--- config.mk ---
export PLATFORM = sky130hd
export DESIGN_NAME = bdcsh_top
export DESIGN_NICKNAME = d
export VERILOG_FILES = /design/src/design/bdcsh_pkg.sv /design/src/design/bdcsh_if.sv /design/src/design/bdcsh_csr.sv /design/src/design/bdcsh_tx.sv /design/src/design/bdcsh_top.sv
export SDC_FILE = /design/constraint.sdc
export NUM_CORES = 1
export LEC_CHECK = 0
export BUFFER_PORTS_ARGS = -buffer_cell sky130_fd_sc_hd__buf_2
export CAP_MARGIN = 40
export CORE_AREA = 2 2 101 123
export CTS_CLUSTER_SIZE = 25
export DETAILED_ROUTE_END_ITERATION = 6
export DIE_AREA = 0 0 103 125
export HOLD_SLACK_MARGIN = 0.06
export PLACE_DENSITY = 0.6
export SLEW_MARGIN = 20
export SYNTH_ARGS = -nofsm -noshare
export SYNTH_HDL_FRONTEND = slang
export SYNTH_SLANG_ARGS = --single-unit
--- constraint.sdc ---
create_clock -name clk_sys -period 2.4 [get_ports clk_sys]
set_input_delay 0 -clock clk_sys [delete_from_list [all_inputs] [get_ports clk_sys]]
set_output_delay 0 -clock clk_sys [all_outputs]
set_load 0.01 [all_outputs]
--- src/design/bdcsh_pkg.sv ---
// Shared constants and types for the debug status and repeat-read block
package bdcsh_pkg;
    // Command opcodes
    localparam logic [7:0] OP_STATUS_RD  = 8'h2D;
    localparam logic [7:0] OP_STATUS_WR  = 8'hAD;
    localparam logic [7:0] OP_NOP        = 8'h00;
    localparam logic [7:0] OP_READ_MEM   = 8'h31;
    localparam logic [7:0] OP_SAME       = 8'h54;
    localparam logic [7:0] OP_SAME_WS    = 8'h55;
    localparam logic [7:0] OP_TRACE_RD   = 8'h62;

    // High control/status byte bit positions
    localparam int unsigned H_ENABLE     = 7;
    localparam int unsigned H_ACTIVE     = 6;
    localparam int unsigned H_CIS        = 5;
    localparam int unsigned H_RSVD       = 4;
    localparam int unsigned H_STEAL      = 3;
    localparam int unsigned H_CLKSW      = 2;
    localparam int unsigned H_UNSEC      = 1;
    localparam int unsigned H_ERASE      = 0;
    // Low control/status byte bit positions
    localparam int unsigned L_ILLEGAL_COMMAND_FLAG     = 0;

    localparam logic [7:0] ILL_RESP      = 8'hEE;
    localparam logic [7:0] ZERO_BYTE     = 8'h00;
    localparam logic [2:0] CNT_NONE      = 3'h0;
    localparam logic [2:0] CNT_ONE       = 3'h1;
    localparam logic [2:0] CNT_TWO       = 3'h2;
    localparam logic [2:0] CNT_THREE     = 3'h3;
    localparam logic [2:0] CNT_FOUR      = 3'h4;

    typedef enum logic [1:0] {
        ST_IDLE = 2'h1,
        ST_MEM  = 2'h2
    } bdcsh_state_t;

    // Reset value of the high byte from mode and security
    function automatic logic [7:0] csrh_reset(input logic ssc, input logic secured);
        logic [7:0] v;
        v           = 8'h00;
        v[H_ENABLE] = ssc;
        v[H_ACTIVE] = ssc;
        v[H_UNSEC]  = ~secured;
        return v;
    endfunction
endpackage

--- src/design/bdcsh_if.sv ---
// Carriers between the command logic and its register and sender parts
`timescale 1ns/1ns
interface bdcsh_csr_if;
    logic        wr_en;
    logic [15:0] wr_data;
    logic        ill_set;
    logic [7:0]  csrh;
    logic [7:0]  csrl;
    modport ctl (output wr_en, output wr_data, output ill_set, input csrh, input csrl);
    modport csr (input wr_en, input wr_data, input ill_set, output csrh, output csrl);
endinterface

interface bdcsh_tx_if;
    logic        load;
    logic [31:0] bytes;
    logic [2:0]  count;
    logic        with_ack;
    logic        busy;
    modport ctl (output load, output bytes, output count, output with_ack, input busy);
    modport tx  (input load, input bytes, input count, input with_ack, output busy);
endinterface

--- src/design/bdcsh_csr.sv ---
// Debug control/status register pair
`timescale 1ns/1ns
module bdcsh_csr (
    input  wire logic   clk_sys,
    input  wire logic   srst,
    input  wire logic   single_chip_debug_mode,
    input  wire logic   secured,
    input  wire logic   stop_mode,
    input  wire logic   bdm_enter,
    input  wire logic   bdm_exit,
    input  wire logic   erase_busy,
    bdcsh_csr_if.csr    cif
);
    logic [7:0] csrh_ff;
    logic [7:0] nxt_csrh;
    logic [7:0] csrl_ff;
    logic [7:0] nxt_csrl;

    assign cif.csrh = csrh_ff;
    assign cif.csrl = csrl_ff;

    always_comb begin
        nxt_csrh = csrh_ff;
        if (cif.wr_en && !secured) begin
            nxt_csrh[bdcsh_pkg::H_ENABLE] = cif.wr_data[8 + bdcsh_pkg::H_ENABLE];
            nxt_csrh[bdcsh_pkg::H_STEAL]  = cif.wr_data[8 + bdcsh_pkg::H_STEAL];
            nxt_csrh[bdcsh_pkg::H_CLKSW]  = cif.wr_data[8 + bdcsh_pkg::H_CLKSW];
            if (!stop_mode) begin
                nxt_csrh[bdcsh_pkg::H_CIS] = cif.wr_data[8 + bdcsh_pkg::H_CIS];
            end
        end
        if (bdm_enter) begin
            nxt_csrh[bdcsh_pkg::H_ACTIVE] = 1'b1;
        end else if (bdm_exit) begin
            nxt_csrh[bdcsh_pkg::H_ACTIVE] = 1'b0;
        end
        nxt_csrh[bdcsh_pkg::H_UNSEC] = ~secured;
        nxt_csrh[bdcsh_pkg::H_ERASE] = erase_busy;
        nxt_csrh[bdcsh_pkg::H_RSVD]  = 1'b0;
    end

    always_comb begin
        nxt_csrl = csrl_ff;
        // Write one clears, set wins
        if (cif.wr_en && !secured && cif.wr_data[bdcsh_pkg::L_ILLEGAL_COMMAND_FLAG]) begin
            nxt_csrl[bdcsh_pkg::L_ILLEGAL_COMMAND_FLAG] = 1'b0;
        end
        if (cif.ill_set) begin
            nxt_csrl[bdcsh_pkg::L_ILLEGAL_COMMAND_FLAG] = 1'b1;
        end
    end

    always_ff @(posedge clk_sys) begin
        if (srst) begin
            csrh_ff <= bdcsh_pkg::csrh_reset(single_chip_debug_mode, secured);
        end else begin
            csrh_ff <= nxt_csrh;
        end
    end

    always_ff @(posedge clk_sys) begin
        if (srst) begin
            csrl_ff <= 8'h00;
        end else begin
            csrl_ff <= nxt_csrl;
        end
    end
endmodule

--- src/design/bdcsh_tx.sv ---
// Response sender: optional acknowledge pulse, then bytes most significant first
`timescale 1ns/1ns
module bdcsh_tx (
    input  wire logic         clk_sys,
    input  wire logic         srst,
    bdcsh_tx_if.tx            tif,
    output      logic         tx_valid,
    input  wire logic         tx_ready,
    output      logic [7:0]   tx_data,
    output      logic         ack_pulse
);
    logic [31:0] data_ff;
    logic [2:0]  cnt_ff;
    logic        ack_ff;

    assign tx_valid  = (cnt_ff != bdcsh_pkg::CNT_NONE) && !ack_ff;
    assign tx_data   = data_ff[31:24];
    assign ack_pulse = ack_ff;
    assign tif.busy  = (cnt_ff != bdcsh_pkg::CNT_NONE) || ack_ff;

    always_ff @(posedge clk_sys) begin
        if (srst) begin
            ack_ff <= 1'b0;
        end else begin
            ack_ff <= tif.load && tif.with_ack;
        end
    end

    always_ff @(posedge clk_sys) begin
        if (srst) begin
            data_ff <= 32'h0000_0000;
            cnt_ff  <= bdcsh_pkg::CNT_NONE;
        end else if (tif.load) begin
            data_ff <= tif.bytes;
            cnt_ff  <= tif.count;
        end else if (tx_valid && tx_ready) begin
            data_ff <= {data_ff[23:0], bdcsh_pkg::ZERO_BYTE};
            cnt_ff  <= cnt_ff - bdcsh_pkg::CNT_ONE;
        end
    end
endmodule

--- src/design/bdcsh_top.sv ---
// Debug command logic: status read/write, memory read, repeated read, trace read
//
// Contract
// - Opcode 2D returns the debug control and status register to the host.
// - The status read is accepted in every mode without restriction.
// - A repeated read returns the current contents at the last memory-read address.
// - With acknowledge enabled an acknowledge pulse precedes repeated-read data.
// - A repeated read is legal only after sync, no-op, memory read or repeated read.
// - A no-op leaves the stored read address unchanged.
// - A trace line is read as low word first, then bits 63 to 32.
// - The control registers are reached only through status read/write and repeated reads: a 55 returns the low byte, an illegal 54 or 55 sets its flag.
// - High byte bits 7, 3 and 2 change only on a status write.
// - High byte bit 5 takes a status write only outside stop mode.
// - High byte bits 6, 1 and 0 ignore writes and follow hardware.
// - High byte writes act only when unsecured; reads are always allowed.
// - Repeated reads use 54 and 55 and return word data most significant byte first.
`timescale 1ns/1ns
module bdcsh_top (
    input  wire logic          clk_sys,
    input  wire logic          srst,
    input  wire logic          cmd_valid,
    output      logic          cmd_ready,
    input  wire logic [7:0]    cmd_op,
    input  wire logic [23:0]   cmd_arg,
    input  wire logic          sync_pulse,
    input  wire logic          ack_enable,
    input  wire logic          secured,
    input  wire logic          single_chip_debug_mode,
    input  wire logic          stop_mode,
    input  wire logic          bdm_enter,
    input  wire logic          bdm_exit,
    input  wire logic          erase_busy,
    output      logic          mem_req,
    output      logic [23:0]   mem_addr,
    input  wire logic [15:0]   mem_rdata,
    input  wire logic          mem_ack,
    input  wire logic [63:0]   trace_line,
    output      logic          tx_valid,
    input  wire logic          tx_ready,
    output      logic [7:0]    tx_data,
    output      logic          ack_pulse,
    output      logic [7:0]    status_high,
    output      logic          illegal_command_flag
);
    ////////////////////////////////////////////////////////////////////////////////
    bdcsh_csr_if cif ();
    bdcsh_tx_if  tif ();

    bdcsh_pkg::bdcsh_state_t state_ff;
    bdcsh_pkg::bdcsh_state_t nxt_state;
    logic [23:0] addr_ff;
    logic        req_ff;
    logic        ws_ff;
    logic        legal_ff;
    logic        nxt_legal;
    logic        half_ff;
    logic        accept;
    logic        is_same;

    // Decode of opcodes shared by several processes
    function automatic logic op_is_same(input logic [7:0] op);
        return (op == bdcsh_pkg::OP_SAME) || (op == bdcsh_pkg::OP_SAME_WS);
    endfunction

    assign cmd_ready            = (state_ff == bdcsh_pkg::ST_IDLE) && !tif.busy;
    assign accept               = cmd_valid && cmd_ready;
    assign is_same              = op_is_same(cmd_op);
    assign mem_req              = req_ff;
    assign mem_addr             = addr_ff;
    assign status_high          = cif.csrh;
    assign illegal_command_flag = cif.csrl[bdcsh_pkg::L_ILLEGAL_COMMAND_FLAG];

    ////////////////////////////////////////////////////////////////////////////////
    // register reach only by commands
    always_comb begin
        cif.wr_en   = accept && (cmd_op == bdcsh_pkg::OP_STATUS_WR);
        cif.wr_data = cmd_arg[15:0];
        cif.ill_set = accept && is_same && !legal_ff;
    end

    bdcsh_csr u_csr (
        .clk_sys    (clk_sys),
        .srst       (srst),
        .single_chip_debug_mode   (single_chip_debug_mode),
        .secured    (secured),
        .stop_mode  (stop_mode),
        .bdm_enter  (bdm_enter),
        .bdm_exit   (bdm_exit),
        .erase_busy (erase_busy),
        .cif        (cif)
    );

    bdcsh_tx u_tx (
        .clk_sys   (clk_sys),
        .srst      (srst),
        .tif       (tif),
        .tx_valid  (tx_valid),
        .tx_ready  (tx_ready),
        .tx_data   (tx_data),
        .ack_pulse (ack_pulse)
    );

    ////////////////////////////////////////////////////////////////////////////////
    // Command state
    always_comb begin
        nxt_state = state_ff;
        case (state_ff)
            bdcsh_pkg::ST_IDLE: begin
                if (accept && (cmd_op == bdcsh_pkg::OP_READ_MEM)) begin
                    nxt_state = bdcsh_pkg::ST_MEM;
                end else if (accept && is_same && legal_ff) begin
                    nxt_state = bdcsh_pkg::ST_MEM;
                end
            end
            bdcsh_pkg::ST_MEM: begin
                if (mem_ack) begin
                    nxt_state = bdcsh_pkg::ST_IDLE;
                end
            end
            default: begin
                nxt_state = bdcsh_pkg::ST_IDLE;
            end
        endcase
    end

    always_ff @(posedge clk_sys) begin
        if (srst) begin
            state_ff <= bdcsh_pkg::ST_IDLE;
        end else begin
            state_ff <= nxt_state;
        end
    end

    ////////////////////////////////////////////////////////////////////////////////
    // Legality of a following repeated read
    always_comb begin
        nxt_legal = legal_ff;
        if (sync_pulse) begin
            nxt_legal = 1'b1;
        end else if (accept) begin
            if (cmd_op == bdcsh_pkg::OP_NOP || cmd_op == bdcsh_pkg::OP_READ_MEM) begin
                nxt_legal = 1'b1;
            end else if (is_same) begin
                nxt_legal = legal_ff;
            end else begin
                nxt_legal = 1'b0;
            end
        end
    end

    always_ff @(posedge clk_sys) begin
        if (srst) begin
            legal_ff <= 1'b0;
        end else begin
            legal_ff <= nxt_legal;
        end
    end

    ////////////////////////////////////////////////////////////////////////////////
    // address held across other commands
    always_ff @(posedge clk_sys) begin
        if (srst) begin
            addr_ff <= 24'h00_0000;
        end else if (accept && (cmd_op == bdcsh_pkg::OP_READ_MEM)) begin
            addr_ff <= cmd_arg;
        end
    end

    always_ff @(posedge clk_sys) begin
        if (srst) begin
            req_ff <= 1'b0;
            ws_ff  <= 1'b0;
        end else if (state_ff == bdcsh_pkg::ST_IDLE && nxt_state == bdcsh_pkg::ST_MEM) begin
            req_ff <= 1'b1;
            ws_ff  <= (cmd_op == bdcsh_pkg::OP_SAME_WS);
        end else if (mem_ack) begin
            req_ff <= 1'b0;
        end
    end

    always_ff @(posedge clk_sys) begin
        if (srst) begin
            half_ff <= 1'b0;
        end else if (accept && (cmd_op == bdcsh_pkg::OP_TRACE_RD)) begin
            half_ff <= ~half_ff;
        end
    end

    ////////////////////////////////////////////////////////////////////////////////
    // Response assembly
    always_comb begin
        tif.load     = 1'b0;
        tif.bytes    = 32'h0000_0000;
        tif.count    = bdcsh_pkg::CNT_NONE;
        tif.with_ack = 1'b0;
        if (state_ff == bdcsh_pkg::ST_MEM && mem_ack) begin
            tif.load     = 1'b1;
            tif.with_ack = ack_enable;
            if (ws_ff) begin
                tif.bytes = {cif.csrl, mem_rdata, bdcsh_pkg::ZERO_BYTE};
                tif.count = bdcsh_pkg::CNT_THREE;
            end else begin
                tif.bytes = {mem_rdata, bdcsh_pkg::ZERO_BYTE, bdcsh_pkg::ZERO_BYTE};
                tif.count = bdcsh_pkg::CNT_TWO;
            end
        end else if (accept) begin
            if (cmd_op == bdcsh_pkg::OP_STATUS_RD) begin
                tif.load  = 1'b1;
                tif.bytes = {cif.csrh, cif.csrl, bdcsh_pkg::ZERO_BYTE, bdcsh_pkg::ZERO_BYTE};
                tif.count = bdcsh_pkg::CNT_TWO;
            end else if (cmd_op == bdcsh_pkg::OP_TRACE_RD) begin
                tif.load  = 1'b1;
                tif.bytes = half_ff ? trace_line[63:32] : trace_line[31:0];
                tif.count = bdcsh_pkg::CNT_FOUR;
            end else if (is_same && !legal_ff) begin
                tif.load  = 1'b1;
                tif.bytes = {bdcsh_pkg::ILL_RESP, bdcsh_pkg::ZERO_BYTE, 16'h0000};
                tif.count = bdcsh_pkg::CNT_ONE;
            end
        end
    end
endmodule

==> results.ini <==
[power_and_ir_drop]
p_seq_frac=0.368
power_switching_mw=1.059
ir_drop_v=0.0003809
swShare=0.2998
pwr-share-comb=0.251
intPower_mw=2.474
p_leak_nw=2.497
p_clk_frac=0.381
p_per_area_nw_per_um2=587.7

[cts]
clockBufferDepth=2
numCtsBuffers=9
postCtsSetupBuffers=0
cts_root_buf=clkbuf_16
clkTransAtPathRegs_ns=0.06
clk_latency_ns=0.34
cts.sinks=74
cts_tree=yes
cts_htree_levels=3

[setup_path]
critPathMostFrequentCell=inv_1
crit_cells=9
cp_max_fo=7
cpMaxStageDelayCell=dlygate4sd3_1
crit_buf_inv=4
max_stage_delay_ns=0.57
crit_required_ns=2.63
cp-end-kind=flop
reg2reg_depth=9
cpLargestDelayFamily=buffers and inverters
critical_path_arrival_ns=2.44
worstPathCellList=inv_1, ha_1, nand4bb_1, inv_1, nand2_1, buf_4, o21ai_0, a31oi_1, dlygate4sd3_1
startpoint_type=flop
crit_type=reg -> reg

[place]
globalplace.congestion=0.7914
dp.cells=801
port_buffers=168
placed_cell_area_um2=5036
hpwl_mm=9.383

[floorplanning]
rows=44
start_util=0.3413
fp.dieArea_um2=12880
ios=170
core_area_um2=11780
die_h_um=125
die_w_um=103

[cells_and_area]
fin_cells=885
fin_nets=848
stdcell_area_um2=6012
drive_gt1_frac=0.3177
layout_commonest_cell=buf_2
area_growth_pct=49.50
final_cell_mix=buf_2 (169), nand2_1 (110), dfxtp_1 (71)
num_antenna_cells=0

[sta]
fin_crit_ns=2.208
worst_slew_pin_slew_ns=0.7312
fin_setup_tns_ns=0
hold_viol=0
fin_skew_ns=0.009007
hold_ws_ns=0.08740
drv_slew=0
setup_viol=0
max_freq_mhz=452.8
rsz0062_at_grt=false
slew_headroom=0.5059
finalCritPeriodShare=0.9201

[global_route]
grt_max_degree=42
globalRouteTotalUtil=0.2046
grt-ovfl-total=0
antenna_found_initial=0
grt_pass1_wl_mm=20.82
grt_pass1_vias=4382

[detailed_routing]
ant_nets=0
wl_per_cell_um=14.93
wl_mm=13.22
routed_via_density=4.903
first_iter_violations=193
vias=4339
drc=0
drt-pass1-iter-count=4

[synthesis]
yosys_warnings=0
ys_ff_latch=74
synth_fp_nets=622
syn-instance-count=493
synth_ff_type=dfxtp_1
synth-async-reset-ratio=0
synth.avg_cell_area_um2=8.157
synth-edff-count=2
yosysSeqAreaShare=0.3734
synth_area_um2=4021
synth_cell_types=53

[run_status]
run_status=complete, no violations

[run]
max_cap_violations=0

[hold_path]
hold_path_class=in -> reg
hold_depth=4

## metrics by stage
step	worst slack (ns)	power (mW)	utilization
2_1_floorplan	0.2920	1.754	-
6_report	0.1918	3.533	0.5103
3_3_place_gp	0.2393	2.088	0.4275
5_1_grt	0.02990	3.700	0.5103
3_5_place_dp	0.08574	2.108	0.4275
4_1_cts	0.08104	3.546	0.5095
## logic make-up after synthesis
| kind of cell | count (synthesis) | share of synthesized area |
|---|---|---|
| and+or+nand+nor | 172 | 0.2019 |
| xor gates and xnor gates | 2 | 0.004357 |
| adders and majority gates | 4 | 0.01245 |
| buffers and inverters | 52 | 0.05974 |
| DFF | 74 | 0.3734 |
| AOI/OAI and AO/OA | 138 | 0.2187 |
| other | 1 | 0.0009325 |
| muxes | 50 | 0.1285 |
## state kept, by name, summed over array words and instances, names as in the netlist
signal,cells
half_ff,1
legal_ff,1
mem_addr,24
mem_req,1
state_ff,2
u_csr.cif.csrh,7
u_csr.cif.csrl,1
u_tx.ack_pulse,1
u_tx.cnt_ff,3
u_tx.data_ff,32
ws_ff,1
## final timing paths
kind                             startpoint                       endpoint  slack, ns
setup / recovery     state_ff[1]$_SDFF_PP0_          legal_ff$_SDFFE_PP0P_       0.19
hold / removal               trace_line[28]  u_tx.data_ff[28]$_SDFFE_PP0P_       0.09
setup reg to reg     state_ff[1]$_SDFF_PP0_          legal_ff$_SDFFE_PP0P_       0.19
hold reg to reg   mem_addr[10]$_SDFFE_PP0P_      mem_addr[10]$_SDFFE_PP0P_       0.46
## metal layers
metal  vias up  share of wire  routed length, um  global-route usage
li1       2174              -                  -                   -
met1      1990           0.41               5460              0.2395
met2       157           0.51               6681              0.3598
met3        18          0.064                849             0.04528
met4         0          0.017                224             0.07198
met5         -              0                  0                   0
## layout make-up
type,instances,area [um2]
tap,161,201.4
multi-input combinational,367,2296
clock inverter,6,66.31
sequential,74,1503
timing repair buffer,255,1672
inverter,12,45.04
fill,1190,5769
clock buffer,10,229.0
## worst min-delay path: cells and delay by family
family	cells	cell delay, ns
multiplexers	1	0.05
AO/OA/AOI/OAI	2	0.26
buffers and inverters	1	0.08
## power by group through the flow
| stage | logic, mW | registers [mW] | clock network (mW) |
|---|---|---|---|
| after floorplan | 0.435 | 1.32 | 0 |
| after global placement | 0.766 | 1.32 | 0 |
| after detailed placement | 0.783 | 1.32 | 0 |
| after CTS | 0.873 | 1.30 | 1.38 |
| after global routing | 0.971 | 1.30 | 1.42 |
| final | 0.885 | 1.30 | 1.35 |
## synthesized netlist by cell type, types with 5 or more instances
cell type	count	area share
a21oi_1	59	0.073
a22o_1	8	0.017
a311oi_2	5	0.019
buf_4	11	0.021
clkbuf_1	22	0.021
dfxtp_1	72	0.36
inv_1	12	0.011
mux2_2	13	0.036
mux2i_1	37	0.092
nand2_1	110	0.10
nor2_1	17	0.016
nor2b_1	6	0.0093
o21a_1	20	0.037
o21ai_0	24	0.030
o22ai_1	9	0.014
## what timing repair did
action / 4_1_cts / 5_1_grt
hold endpoints to repair: 61 / 0
endpoints found under the setup margin: 0 / 7
resized for setup: 0 / 1
hold buffers: 67 / 0
Power figures use the tool's default switching activity.
